<file path="config.mk">
export PLATFORM = sky130hd
export DESIGN_NAME = aps_top
export DESIGN_NICKNAME = d
export VERILOG_FILES = /design/src/aps_pkg.sv /design/src/aps_sync3.sv /design/src/aps_top.sv
export SDC_FILE = /design/constraint.sdc
export NUM_CORES = 1
export LEC_CHECK = 0
export BUFFER_PORTS_ARGS = -buffer_cell sky130_fd_sc_hd__buf_2
export CAP_MARGIN = 20
export CORE_MARGIN = 1.5
export CORE_UTILIZATION = 59
export CTS_CLUSTER_DIAMETER = 150
export DETAILED_ROUTE_END_ITERATION = 10
export MAX_ROUTING_LAYER = met4
export PLACE_DENSITY_LB_ADDON = 0.12
export SYNTH_ARGS = -nofsm -noshare
export SYNTH_HDL_FRONTEND = slang
export SYNTH_SLANG_ARGS = --single-unit
</file>
<file path="constraint.sdc">
create_clock -name ref_clk -period 4.4 [get_ports ref_clk]
set_input_delay 0.66 -clock ref_clk [delete_from_list [all_inputs] [get_ports ref_clk]]
set_output_delay 0.66 -clock ref_clk [all_outputs]
set_load 0.03 [all_outputs]
</file>
<file path="src/aps_pkg.sv">
// constants shared by the adapter power path sequencer
package aps_pkg;
   // clock and time figures
   localparam int unsigned APS_CLK_HZ          = 200_000_000;
   localparam int unsigned APS_DETECT_DELAY_MS = 700;
   localparam int unsigned APS_OC_CHECK_MS     = 10;
   localparam int unsigned APS_DEGLITCH_MS     = 2;
   localparam int unsigned APS_DEAD_TIME_US    = 10;
   localparam int unsigned APS_DPM_STEP_US     = 1;
   localparam int unsigned APS_DETECT_CYCLES   =
      (APS_CLK_HZ / 1000) * APS_DETECT_DELAY_MS;
   localparam int unsigned APS_OC_CHECK_CYCLES =
      (APS_CLK_HZ / 1000) * APS_OC_CHECK_MS;
   localparam int unsigned APS_DEGLITCH_CYCLES =
      (APS_CLK_HZ / 1000) * APS_DEGLITCH_MS;
   localparam int unsigned APS_DEAD_CYCLES     =
      (APS_CLK_HZ / 1_000_000) * APS_DEAD_TIME_US;
   localparam int unsigned APS_DPM_STEP_CYCLES =
      (APS_CLK_HZ / 1_000_000) * APS_DPM_STEP_US;

   // register byte offsets
   localparam logic [7:0] APS_REG_STATUS   = 8'h00;
   localparam logic [7:0] APS_REG_ADJ      = 8'h04;
   localparam logic [7:0] APS_REG_ICHG     = 8'h08;
   localparam logic [7:0] APS_REG_VTARGET  = 8'h0C;
   localparam logic [7:0] APS_REG_CTRL     = 8'h10;
   localparam logic [7:0] APS_REG_IACT     = 8'h14;

   // reset values and the input limit setpoint step
   localparam logic [11:0] APS_ADJ_RST     = 12'h000;
   localparam logic [11:0] APS_ICHG_RST    = 12'h000;
   localparam logic        APS_TIED_RST    = 1'b1;
   localparam logic [11:0] APS_DPM_STEP    = 12'h001;

   // control field: adjust input tied to the gate drive regulator
   localparam int unsigned APS_CTRL_TIED   = 0;

   // status fields
   localparam int unsigned APS_ST_SUPPLY   = 0;
   localparam int unsigned APS_ST_FULLBIAS = 1;
   localparam int unsigned APS_ST_ADAPTER  = 2;
   localparam int unsigned APS_ST_DETECTED = 3;
   localparam int unsigned APS_ST_CHARGE   = 4;
   localparam int unsigned APS_ST_ACSW     = 5;
   localparam int unsigned APS_ST_BATSW    = 6;
   localparam int unsigned APS_ST_DPM      = 7;
   localparam int unsigned APS_ST_CELLS    = 8;

   // charge voltage arithmetic in millivolts
   localparam logic [12:0] APS_CELL_BASE_MV = 13'h0FA0;
   localparam logic [12:0] APS_CELL_DEF_MV  = 13'h1068;
   localparam int unsigned APS_ADJ_SHIFT    = 3;
   localparam logic [2:0]  APS_CELLS_2      = 3'h2;
   localparam logic [2:0]  APS_CELLS_3      = 3'h3;
   localparam logic [2:0]  APS_CELLS_4      = 3'h4;

   // synchronised comparator flag positions
   localparam int unsigned APS_NFLAGS   = 14;
   localparam int unsigned APS_F_SUPPLY = 0;
   localparam int unsigned APS_F_UVLO   = 1;
   localparam int unsigned APS_F_0V6    = 2;
   localparam int unsigned APS_F_2V4    = 3;
   localparam int unsigned APS_F_185    = 4;
   localparam int unsigned APS_F_285    = 5;
   localparam int unsigned APS_F_OV     = 6;
   localparam int unsigned APS_F_THERMAL_SHUTDOWN  = 7;
   localparam int unsigned APS_F_TS     = 8;
   localparam int unsigned APS_F_VREF   = 9;
   localparam int unsigned APS_F_CHGN   = 10;
   localparam int unsigned APS_F_CLO    = 11;
   localparam int unsigned APS_F_CHI    = 12;
   localparam int unsigned APS_F_ILIM   = 13;
   localparam logic [13:0] APS_FLAG_RST = 14'h0400;

   // system power selector states
   typedef enum logic [1:0] {
      APS_SEL_BATT, APS_SEL_BREAK_AC, APS_SEL_AC, APS_SEL_BREAK_BATT
   } aps_sel_t;
endpackage

</file>
<file path="src/aps_sync3.sv">
// three-stage synchroniser for asynchronous comparator flags
`timescale 1ns/1ps
module aps_sync3 #(
   parameter int unsigned  W       = 1,
   parameter logic [W-1:0] RST_VAL = '0
) (
   // clock and reset
   input  wire logic         ref_clk,
   input  wire logic         rst,
   // flags
   input  wire logic [W-1:0] async_in,
   output logic      [W-1:0] sync_out
);
   genvar i;
   generate
      for (i = 0; i < W; i++) begin : g_bit
         logic s1;
         logic s2;
         logic s3;
         // first stage feeds only the second; output moves once 2 and 3 agree
         always_ff @(posedge ref_clk) begin
            if (rst) begin
               s1          <= RST_VAL[i];
               s2          <= RST_VAL[i];
               s3          <= RST_VAL[i];
               sync_out[i] <= RST_VAL[i];
            end else begin
               s1 <= async_in[i];
               s2 <= s1;
               s3 <= s2;
               if (s2 == s3) begin
                  sync_out[i] <= s3;
               end
            end
         end
      end
   endgenerate
endmodule

</file>
<file path="src/aps_top.sv">
// adapter power path sequencer: bias staging, selector, charge qualify
`timescale 1ns/1ps
module aps_top
   import aps_pkg::*;
#(
   parameter int unsigned DETECT_CYCLES   = APS_DETECT_CYCLES,
   parameter int unsigned OC_CHECK_CYCLES = APS_OC_CHECK_CYCLES,
   parameter int unsigned DEGLITCH_CYCLES = APS_DEGLITCH_CYCLES
) (
   // clock and reset
   input  wire logic        ref_clk,
   input  wire logic        rst,
   // avalon-mm slave
   input  wire logic [7:0]  avs_address,
   input  wire logic        avs_read,
   input  wire logic        avs_write,
   input  wire logic [31:0] avs_writedata,
   output logic      [31:0] avs_readdata,
   output logic             avs_waitrequest,
   // comparator flags from the analog front end
   input  wire logic        supply_above_4v,
   input  wire logic        supply_above_uvlo,
   input  wire logic        sense_above_0v6,
   input  wire logic        sense_above_2v4,
   input  wire logic        adapter_above_batt_185mv,
   input  wire logic        node_above_batt_285mv,
   input  wire logic        adapter_overvoltage,
   input  wire logic        thermal_shutdown,
   input  wire logic        thermistor_in_window,
   input  wire logic        ratio_reference_above_2v4,
   input  wire logic        charge_enable_n,
   input  wire logic        cell_select_low,
   input  wire logic        cell_select_high,
   input  wire logic        input_current_over_limit,
   // bias and monitor controls
   output logic             bias_partial_en,
   output logic             bias_full_en,
   output logic             reference_out_en,
   output logic             input_current_monitor_valid,
   output logic             input_current_monitor_force_low,
   output logic             gate_drive_regulator_en,
   // switch gate drives and charging
   output logic             adapter_switch_gate_on,
   output logic             battery_switch_gate_on,
   output logic             charge_enable_out,
   output logic             input_power_limit_active,
   // open-drain adapter good
   output logic             adapter_good_n_out,
   output logic             adapter_good_n_oe,
   // setpoints
   output logic [2:0]       cell_count,
   output logic [15:0]      charge_voltage_target_mv,
   output logic [11:0]      charge_current_setpoint
);
   logic [APS_NFLAGS-1:0] flags;
   logic [APS_NFLAGS-1:0] raw_flags;
   logic        supply_ok;
   logic        adapter_valid;
   logic [31:0] detect_cnt;
   logic        detect_done;
   logic [31:0] oc_cnt;
   logic        oc_done;
   logic [31:0] dgl_cnt;
   logic        chg_enabled;
   logic [31:0] dead_cnt;
   aps_sel_t    sel_state;
   logic [11:0] adj_ratio;
   logic [11:0] ichg_prog;
   logic        adj_tied;
   logic [31:0] dpm_cnt;
   logic [12:0] next_per_cell;
   logic [31:0] next_readdata;
   logic        bus_req;
   logic        qualified;

   assign raw_flags = {input_current_over_limit, cell_select_high,
      cell_select_low, charge_enable_n, ratio_reference_above_2v4,
      thermistor_in_window, thermal_shutdown, adapter_overvoltage,
      node_above_batt_285mv, adapter_above_batt_185mv, sense_above_2v4,
      sense_above_0v6, supply_above_uvlo, supply_above_4v};

   // every comparator flag crosses in before the sequencer sees it
   aps_sync3 #(
      .W       (APS_NFLAGS),
      .RST_VAL (APS_FLAG_RST)
   ) u_sync (
      .ref_clk  (ref_clk),
      .rst      (rst),
      .async_in (raw_flags),
      .sync_out (flags)
   );

   assign supply_ok     = flags[APS_F_SUPPLY];
   assign adapter_valid = supply_ok && flags[APS_F_2V4];

   // adapter detect delay, restarts whenever the adapter drops out
   always_ff @(posedge ref_clk) begin
      if (rst || !adapter_valid) begin
         detect_cnt  <= 32'h0;
         detect_done <= 1'b0;
      end else if (detect_cnt >= DETECT_CYCLES - 1) begin
         detect_done <= 1'b1;
      end else begin
         detect_cnt <= detect_cnt + 32'h1;
      end
   end

   // overcurrent check interval runs after the detect delay
   always_ff @(posedge ref_clk) begin
      if (rst || !detect_done) begin
         oc_cnt  <= 32'h0;
         oc_done <= 1'b0;
      end else if (oc_cnt >= OC_CHECK_CYCLES - 1) begin
         oc_done <= 1'b1;
      end else begin
         oc_cnt <= oc_cnt + 32'h1;
      end
   end

   // enable assert is immediate; release is filtered with adapter present
   always_ff @(posedge ref_clk) begin
      if (rst) begin
         chg_enabled <= 1'b0;
         dgl_cnt     <= 32'h0;
      end else if (!flags[APS_F_CHGN]) begin
         chg_enabled <= 1'b1;
         dgl_cnt     <= 32'h0;
      end else if (!flags[APS_F_2V4]) begin
         chg_enabled <= 1'b0;
         dgl_cnt     <= 32'h0;
      end else if (dgl_cnt >= DEGLITCH_CYCLES - 1) begin
         chg_enabled <= 1'b0;
      end else begin
         dgl_cnt <= dgl_cnt + 32'h1;
      end
   end

   // bias staging by supply and sense levels
   always_ff @(posedge ref_clk) begin
      if (rst) begin
         bias_partial_en                 <= 1'b0;
         bias_full_en                    <= 1'b0;
         reference_out_en                <= 1'b0;
         input_current_monitor_valid     <= 1'b0;
         input_current_monitor_force_low <= 1'b1;
         gate_drive_regulator_en         <= 1'b0;
      end else begin
         bias_partial_en  <= supply_ok;
         bias_full_en     <= supply_ok && flags[APS_F_0V6];
         reference_out_en <= supply_ok && flags[APS_F_0V6];
         input_current_monitor_valid <= supply_ok && flags[APS_F_0V6];
         // monitor held low until full bias, not when charge is disabled
         input_current_monitor_force_low <=
            !(supply_ok && flags[APS_F_0V6]);
         gate_drive_regulator_en <=
            supply_ok && flags[APS_F_0V6] && chg_enabled;
      end
   end

   // system power selector with break-before-make
   always_ff @(posedge ref_clk) begin
      if (rst || !supply_ok) begin
         sel_state <= APS_SEL_BATT;
         dead_cnt  <= 32'h0;
      end else begin
         unique case (sel_state)
            APS_SEL_BATT: begin
               dead_cnt <= 32'h0;
               if (detect_done && flags[APS_F_285]) begin
                  sel_state <= APS_SEL_BREAK_AC;
               end
            end
            APS_SEL_BREAK_AC: begin
               if (dead_cnt >= APS_DEAD_CYCLES - 1) begin
                  sel_state <= APS_SEL_AC;
                  dead_cnt  <= 32'h0;
               end else begin
                  dead_cnt <= dead_cnt + 32'h1;
               end
            end
            APS_SEL_AC: begin
               dead_cnt <= 32'h0;
               // stay on adapter until detect is lost and node collapses toward battery
               if (!detect_done && !flags[APS_F_285]) begin
                  sel_state <= APS_SEL_BREAK_BATT;
               end
            end
            APS_SEL_BREAK_BATT: begin
               if (dead_cnt >= APS_DEAD_CYCLES - 1) begin
                  sel_state <= APS_SEL_BATT;
                  dead_cnt  <= 32'h0;
               end else begin
                  dead_cnt <= dead_cnt + 32'h1;
               end
            end
         endcase
      end
   end

   // gate drives follow the selector; nothing driven without supply
   always_ff @(posedge ref_clk) begin
      if (rst) begin
         adapter_switch_gate_on <= 1'b0;
         battery_switch_gate_on <= 1'b0;
      end else begin
         adapter_switch_gate_on <= supply_ok &&
            (sel_state == APS_SEL_AC);
         battery_switch_gate_on <= supply_ok &&
            (sel_state == APS_SEL_BATT);
      end
   end

   assign qualified = chg_enabled && flags[APS_F_UVLO] && adapter_valid
      && flags[APS_F_185] && !flags[APS_F_OV] && !flags[APS_F_THERMAL_SHUTDOWN]
      && flags[APS_F_TS] && flags[APS_F_VREF] && detect_done && oc_done;

   // charge qualification and adapter good pin
   always_ff @(posedge ref_clk) begin
      if (rst) begin
         charge_enable_out  <= 1'b0;
         adapter_good_n_out <= 1'b1;
         adapter_good_n_oe  <= 1'b0;
      end else begin
         charge_enable_out  <= qualified;
         adapter_good_n_out <= !detect_done;
         adapter_good_n_oe  <= detect_done;
      end
   end

   // three-level cell select decode
   always_ff @(posedge ref_clk) begin
      if (rst) begin
         cell_count <= APS_CELLS_2;
      end else if (flags[APS_F_CHI]) begin
         cell_count <= APS_CELLS_4;
      end else if (flags[APS_F_CLO]) begin
         cell_count <= APS_CELLS_3;
      end else begin
         cell_count <= APS_CELLS_2;
      end
   end

   // ratio is a 12-bit fraction, so 0.512 times it is ratio over 8 mV
   always_comb begin
      if (adj_tied) begin
         next_per_cell = APS_CELL_DEF_MV;
      end else begin
         next_per_cell = APS_CELL_BASE_MV
            + 13'(adj_ratio >> APS_ADJ_SHIFT);
      end
   end

   always_ff @(posedge ref_clk) begin
      if (rst) begin
         charge_voltage_target_mv <= 16'h0;
      end else begin
         charge_voltage_target_mv <=
            16'(cell_count) * 16'(next_per_cell);
      end
   end

   // input limit: step the charge setpoint down, recover slowly
   always_ff @(posedge ref_clk) begin
      if (rst) begin
         charge_current_setpoint  <= APS_ICHG_RST;
         input_power_limit_active <= 1'b0;
         dpm_cnt                  <= 32'h0;
      end else begin
         input_power_limit_active <= flags[APS_F_ILIM];
         if (dpm_cnt >= APS_DPM_STEP_CYCLES - 1) begin
            dpm_cnt <= 32'h0;
            if (flags[APS_F_ILIM]) begin
               if (charge_current_setpoint >= APS_DPM_STEP) begin
                  charge_current_setpoint <=
                     charge_current_setpoint - APS_DPM_STEP;
               end
            end else if (charge_current_setpoint < ichg_prog) begin
               charge_current_setpoint <=
                  charge_current_setpoint + APS_DPM_STEP;
            end else begin
               charge_current_setpoint <= ichg_prog;
            end
         end else begin
            dpm_cnt <= dpm_cnt + 32'h1;
         end
      end
   end

   assign bus_req = avs_read || avs_write;

   // read mux; unmapped offsets read as zero
   always_comb begin
      next_readdata = 32'h0;
      unique case (avs_address)
         APS_REG_STATUS: begin
            next_readdata[APS_ST_SUPPLY]   = supply_ok;
            next_readdata[APS_ST_FULLBIAS] = bias_full_en;
            next_readdata[APS_ST_ADAPTER]  = adapter_valid;
            next_readdata[APS_ST_DETECTED] = detect_done;
            next_readdata[APS_ST_CHARGE]   = charge_enable_out;
            next_readdata[APS_ST_ACSW]     = adapter_switch_gate_on;
            next_readdata[APS_ST_BATSW]    = battery_switch_gate_on;
            next_readdata[APS_ST_DPM]      = input_power_limit_active;
            next_readdata[APS_ST_CELLS +: 3] = cell_count;
         end
         APS_REG_ADJ:     next_readdata[11:0] = adj_ratio;
         APS_REG_ICHG:    next_readdata[11:0] = ichg_prog;
         APS_REG_VTARGET: next_readdata[15:0] = charge_voltage_target_mv;
         APS_REG_CTRL:    next_readdata[APS_CTRL_TIED] = adj_tied;
         APS_REG_IACT:    next_readdata[11:0] = charge_current_setpoint;
         default:         next_readdata = 32'h0;
      endcase
   end

   // one wait cycle per access; answer lands on the second edge
   always_ff @(posedge ref_clk) begin
      if (rst) begin
         avs_waitrequest <= 1'b1;
         avs_readdata    <= 32'h0;
      end else if (bus_req && avs_waitrequest) begin
         avs_waitrequest <= 1'b0;
         avs_readdata    <= avs_read ? next_readdata : 32'h0;
      end else begin
         avs_waitrequest <= 1'b1;
      end
   end

   // writable registers; writes take effect as waitrequest is low
   always_ff @(posedge ref_clk) begin
      if (rst) begin
         adj_ratio <= APS_ADJ_RST;
         ichg_prog <= APS_ICHG_RST;
         adj_tied  <= APS_TIED_RST;
      end else if (avs_write && !avs_waitrequest) begin
         if (avs_address == APS_REG_ADJ) begin
            adj_ratio <= avs_writedata[11:0];
         end
         if (avs_address == APS_REG_ICHG) begin
            ichg_prog <= avs_writedata[11:0];
         end
         if (avs_address == APS_REG_CTRL) begin
            adj_tied <= avs_writedata[APS_CTRL_TIED];
         end
      end
   end

   // checks on the sequencing
   AST_NO_SUPPLY: assert property (@(posedge ref_clk) disable iff (rst)
      !supply_ok |=> !bias_partial_en && !charge_enable_out
         && !adapter_switch_gate_on && !battery_switch_gate_on)
      else $error("outputs active without supply");
   AST_MONITOR_LOW: assert property (@(posedge ref_clk) disable iff (rst)
      supply_ok && !flags[APS_F_0V6] |=> input_current_monitor_force_low
         && !input_current_monitor_valid && bias_partial_en)
      else $error("monitor not forced low");
   AST_FULL_BIAS: assert property (@(posedge ref_clk) disable iff (rst)
      gate_drive_regulator_en |-> bias_full_en && reference_out_en)
      else $error("regulator on without full bias");
   AST_GOOD_DELAY: assert property (@(posedge ref_clk) disable iff (rst)
      $rose(adapter_good_n_oe) |-> $past(detect_cnt) == 32'(DETECT_CYCLES - 1))
      else $error("adapter good asserted at wrong time");
   AST_NO_ADAPTER: assert property (@(posedge ref_clk) disable iff (rst)
      supply_ok && !detect_done && sel_state == APS_SEL_BATT
         |=> !adapter_switch_gate_on)
      else $error("adapter switch on without adapter");
   AST_CHARGE_QUAL: assert property (@(posedge ref_clk) disable iff (rst)
      charge_enable_out |-> $past(oc_done && flags[APS_F_TS]
         && !flags[APS_F_OV] && !flags[APS_F_THERMAL_SHUTDOWN]))
      else $error("charge enabled while not qualified");
   AST_BREAK_BEFORE: assert property (@(posedge ref_clk) disable iff (rst)
      $rose(adapter_switch_gate_on) |-> $past(sel_state, 2)
         == APS_SEL_BREAK_AC && $past(dead_cnt, 2)
         == 32'(APS_DEAD_CYCLES - 1))
      else $error("dead time not observed before adapter switch");
   AST_NEVER_BOTH: assert property (@(posedge ref_clk) disable iff (rst)
      !(adapter_switch_gate_on && battery_switch_gate_on))
      else $error("both switches on");
   AST_CELLS: assert property (@(posedge ref_clk) disable iff (rst)
      flags[APS_F_CLO] && !flags[APS_F_CHI] |=> cell_count == APS_CELLS_3)
      else $error("cell decode wrong");
   AST_DPM_DOWN: assert property (@(posedge ref_clk) disable iff (rst)
      flags[APS_F_ILIM] && charge_current_setpoint != 12'h0
         && dpm_cnt == 32'(APS_DPM_STEP_CYCLES - 1)
         |=> charge_current_setpoint < $past(charge_current_setpoint))
      else $error("setpoint not reduced");

   COV_TO_ADAPTER: cover property (@(posedge ref_clk) disable iff (rst)
      $rose(adapter_switch_gate_on));
   COV_TO_BATTERY: cover property (@(posedge ref_clk) disable iff (rst)
      sel_state == APS_SEL_BREAK_BATT ##1 sel_state == APS_SEL_BREAK_BATT);
   COV_CHARGE: cover property (@(posedge ref_clk) disable iff (rst)
      $rose(charge_enable_out));
endmodule

</file>
==> Word level (Yosys, flattened, before mapping) <==
Cells that the tools add are included.
{ "word_totals": {"word_cells": 194, "in_bits": 58, "register_bits": 320} }
{ "op_classes": {"add_sub_neg": 8, "n_mux": 22, "reduce_logical": 42, "eq_ne": 28, "multipliers": 1, "n_lt_le_gt_ge": 7, "n_bitwise": 2} }
{ "ops": {"columns": ["op", "count"], "rows": [
  ["$add A32 B1 Y32 const B", 5],
  ["$pmux W32 S2", 1],
  ["$pmux W10 S5", 1],
  ["$mux W12", 3],
  ["$ge A32 B11 Y1 const B", 1],
  ["$ge A32 B19 Y1 const B", 1],
  ["$ge A32 B21 Y1 const B", 1],
  ["$ge A32 B28 Y1 const B", 1],
  ["$ge A32 B8 Y1 const B", 1],
  ["$mux W32", 1],
  ["$logic_and A1 B1 Y1", 18],
  ["$eq A8 B4 Y1 const B", 2],
  ["$eq A8 B5 Y1 const B", 2],
  ["$mul A3 B13 Y16", 1],
  ["$mux W16", 1],
  ["$eq A1 B1 Y1", 14],
  ["$add A12 B9 Y13 const A", 1],
  ["$mux W13", 1],
  ["$add A12 B1 Y12 const B", 1],
  ["$ge A12 B1 Y1 const B", 1],
  ["$lt A12 B12 Y1", 1],
  ["$sub A12 B1 Y12 const B", 1],
  ["$ne A2 B2 Y1 const B", 5],
  ["$eq A8 B3 Y1 const B", 1],
  ["other kinds (19)", 44]
]} }

==> Longest topological paths before layout <==
{ "logic_depth": {"word_depth": 9, "ltp_mapped": 14, "ltp_nobuf": 13} }

==> Cells and area by module <==
A second synthesis with hierarchy kept.
{ "hier_totals": {"cells_unflattened": 1418, "hier_area_um2": 13157.6} }
{ "by_module_without_submodules": {"columns": ["mod", "area_per_inst_um2", "cells_per_inst", "n_inst"], "rows": [
  ["aps_top", 11459.7, 1272, 1],
  ["aps_sync3", 1697.9, 146, 1]
]} }

==> Least setup slack after synthesis <==
OpenSTA, ideal clock, no wires.
{ "synth_timing": {"path_type": "register to register", "startpoint": "reg cell_count[2]", "endpoint": "reg charge_voltage_target_mv[14]", "t_arrival_ns": 3.167, "path_stages_with_launch": 14, "path_buffers": 1, "setup_slack_ns": 1.113, "synth_period_minus_slack_ns": 3.287, "required_time_ns": 4.279, "setup_ns": 0.121, "path_cell_list": "dfxtp_1 -> clkbuf_1 -> nand3b_1 -> fa_1 -> inv_1 -> ha_1 -> inv_1 -> fa_1 -> nor2b_1 -> o21ai_0 -> a21o_1 -> a21oi_1 -> a311o_1 -> mux2_2"} }
{ "synth_via": {"elab_chain_len": 1} }
{ "synth_rtl": {"columns": ["item", "line", "text"], "rows": [
  ["start, declared", "aps_top.sv:51", "output logic [2:0] cell_count,"],
  ["start signal, assigned", "aps_top.sv:233", "cell_count <= APS_CELLS_2;"],
  ["start signal, assigned", "aps_top.sv:235", "cell_count <= APS_CELLS_4;"],
  ["start signal, assigned", "aps_top.sv:237", "cell_count <= APS_CELLS_3;"],
  ["$mul A3 B13 Y16", "aps_top.sv:258", "16'(cell_count) * 16'(next_per_cell);"],
  ["end signal, assigned", "aps_top.sv:257", "charge_voltage_target_mv <="],
  ["end, declared", "aps_top.sv:52", "output logic [15:0] charge_voltage_target_mv,"]
]} }
No other way between the ends.
A chain may end at the register's enable or synchronous reset.

==> Worst setup path after layout <==
{ "layout_timing": {"startpoint": "reg adj_tied", "endpoint": "reg charge_voltage_target_mv[14]"} }
{ "layout_via": {"elab_chain_len": 2} }
{ "layout_rtl": {"columns": ["item", "line", "text"], "rows": [
  ["start, declared", "aps_top.sv:69", "logic adj_tied;"],
  ["start signal, assigned", "aps_top.sv:342", "adj_tied <= avs_writedata[APS_CTRL_TIED];"],
  ["$mux W13", "aps_top.sv:245", "if (adj_tied) begin"],
  ["$mul A3 B13 Y16", "aps_top.sv:258", null]
]} }
No other way between the ends.

==> run summary <==
Area delta synth->final: 13.3%
Area of the multi-input gates: 6650 um^2
WS Path Type: reg -> reg
VDD IR max: 315 uV
CTS max path bufs: 3
Minimum clock period: 3.61 ns
Synth cell types: 79
H-tree depth: 1
Synth top cells by count: dfxtp_1 (304), nand2_1 (156), nor2_1 (112)
Comb pwr share: 0.095
DR vias: 10,400
Number of DRC markers in iteration 0: 626
Status: finished clean
Post-synth top area share: 0.463
Post-route DRC: 0
Sink Count: 304
Req. time, crit path: 4.85 ns
Util after Layout: 0.682
Top-count cell post-synth: dfxtp_1
Mapped Cells: 1,455
Final Wtd Congestion: 0.899
Critical Path Start Type: flop
CP Capture Type: flop
Syn avg cell area: 9.03 um^2
Die area: 23,200 um^2
Async set-reset flop share out of synthesis: 0
Clock Pin Slew Worst Setup and Hold Paths: 0.07 ns
Final setup fails: 0
Routed len/inst: 15.0 um
Root Buffer: clkbuf_16
Seq cells post-synth: 304
Antenna Violating Nets Remaining: 0
Sequential cell area: 6090 um^2
Initial core utilization: 0.602
Worst-Skew Late Latency: 0.55 ns
Cell taking the most area after synthesis: dfxtp_1
Total track usage: 0.249
Worst Max-Slew Pin Slew: 1.00 ns
Setup Skew: 0.0134 ns
Worst hold path class: in -> reg
PostCTS Resize Cnt: 0
Max Cap Violations: 0
Final Hold Fails: 0
Chip width: 152 um
Grt total ovfl: 0
Fill count: 1,810
Largest net degree at the start of global routing: 54
Mapped cell area: 13,100 um^2
Max-slew violation count: 0
Sw Ratio: 0.247
CTS buffer count: 30
Row cnt: 54
Share of post-route cells with drive strength above 1: 0.120
Vias in the first global route: 9,823
Power Internal: 4.52 mW
Unrepaired setup endpoints after global routing: no
Seq pwr share: 0.475
Dominant synthesized flop cell: dfxtp_1
Clock network fraction of design power: 0.430
Synth top area cells: dfxtp_1 (46%), nand2_1 (4.5%), ha_1 (3.8%)
Critical Path AT: 4.06 ns
Chip height: 152 um
Fmax: 0.277 GHz
Sw power: 1.48 mW
Hold buffers post-CTS: 0
CP peak stage delay: 0.79 ns
Drt pass-1 iters: 5
Register area share after synthesis: 0.463
CP cell instances: a2111oi_0, nand2_1, fa_1, inv_1, ha_1, o21ai_0, nand2b_1, and2_1, nor2b_1, a311o_1, mux2_2
CORE AREA: 21,800 um^2
Static leakage: 6.02 nW
Warnings, synthesis: 0
Final #Nets: 1,679
Ratio of final minimum period to clock period: 0.820
I/O Pins: 134
Vias per cell: 5.57
Routed Wire Length: 28,100 um
Total setup buffers inserted after CTS: 0
Crit path max-delay cell type: a2111oi_0
Antenna violations before repair: 0
PortBufs: 97
CTS tree: done
Worst Path Max Fanout: 20
Slew headroom: 0.330
DP HPWL: 19,800 um
Pwr dens: 404 nW/um^2
First-pass GRT wire length: 47,200 um
Fin Setup TNS: 0 ns
Number of synthesized flops with an enable pin: 0
power groups by stage:
stage | Combinational [mW] | Clock [mW] | Sequential, mW
6_report | 0.571 | 2.58 | 2.85
5_1_grt | 0.626 | 2.74 | 2.86
4_1_cts | 0.561 | 2.64 | 2.85
3_5_place_dp | 0.558 | 0 | 2.91
3_3_place_gp | 0.552 | 0 | 2.91
2_1_floorplan | 0.410 | 0 | 2.93
kinds of logic after synthesis:
logic type | after synthesis | synth area share
adders and majority gates | 52 | 0.0564
DFF | 304 | 0.463
xor gates and xnor gates | 62 | 0.0413
other | 1 | 0.000285
AOI/OAI and AO/OA | 274 | 0.136
buffers and inverters | 143 | 0.0473
muxes | 23 | 0.0196
and+or+nand+nor | 596 | 0.236
area by class of cell:
cell class | instances | area share
antenna | 1 | 0.000168
clock buffer | 36 | 0.0546
clock inverter | 18 | 0.0140
inverter | 61 | 0.0154
multi-input combinational | 1068 | 0.447
sequential | 304 | 0.409
tap | 280 | 0.0235
timing repair buffer | 104 | 0.0363
metrics by stage:
stage	setup slack (ns)	power [mW]	hold WS (ns)	instances	instance area, um^2
detailed placement	0.838	3.47	0.407	1817	13900
floorplan	1.11	3.34	0.389	1515	13400
global placement	0.890	3.46	0.417	1817	13900
finish	0.793	6.01	0.300	1872	14900
CTS	0.840	6.05	0.279	1871	14900
global route	0.568	6.22	0.280	1871	14900
worst max-delay path, delay by kind of cell, from the launching register on:
family	cells	cell delay, ns
AOI/OAI and AO/OA	3	1.30
adders and majority gates	2	0.87
buffers and inverters	1	0.04
DFF	1	0.49
muxes	1	0.27
and+or+nand+nor	4	0.55
routing by layer:
metal | global-route usage | part of all wire | up-vias | wire length [um]
met2 | 0.407 | 0.47 | 248 | 13200
met3 | 0.0347 | 0.050 | 61 | 1410
met5 | - | 0 | - | 0
met1 | 0.321 | 0.45 | 4878 | 12700
met4 | 0.0754 | 0.028 | 0 | 777
li1 | - | - | 5237 | -
registers in the layout, indices dropped and copies added (netlist names), 2 cells and up:
name                      flops
dead_cnt                     32
detect_cnt                   32
dgl_cnt                      32
dpm_cnt                      32
oc_cnt                       32
avs_readdata                 16
charge_voltage_target_mv     16
u_sync.g_bit.s1              14
u_sync.g_bit.s2              14
u_sync.g_bit.s3              14
u_sync.sync_out              14
adj_ratio                    12
charge_current_setpoint      12
ichg_prog                    12
cell_count                    3
sel_state                     2
cells in the final DEF (no fill, tap or decap), types with 7 or more instances in the layout:
cell,count
fa_1,12
a22oi_1,22
clkbuf_16,30
and2_1,40
o21a_1,7
and3_1,32
mux2_2,12
or4_1,13
and4_1,8
or3_1,24
or2_2,8
a22o_1,12
mux2i_1,10
buf_4,8
nand4_1,23
xor2_1,35
nor2b_1,58
a21oi_1,86
nor4_1,22
ha_1,40
conb_1,61
nor2_1,112
nand3_1,49
o211ai_1,10
a31oi_1,12
o31ai_1,8
inv_1,61
dfxtp_1,304
a21o_1,7
clkinvlp_4,8
xnor2_1,27
nand2_1,156
nor3_1,20
buf_2,96
o21ai_0,56
path summary, 6_finish.rpt:
check,start,end,slack [ns],cells after the start
worst max register to register,adj_tied$_SDFFE_PP1P_,charge_voltage_target_mv[14]$_SDFF_PP0_,0.79,11
worst min-delay path,charge_enable_n,u_sync.g_bit[10].s1$_SDFF_PP1_,0.30,2
worst min register to register,u_sync.g_bit[10].s1$_SDFF_PP1_,u_sync.g_bit[10].s2$_SDFF_PP1_,0.43,1
worst max-delay path,adj_tied$_SDFFE_PP1P_,charge_voltage_target_mv[14]$_SDFF_PP0_,0.79,11
Power figures use the tool's default switching activity.
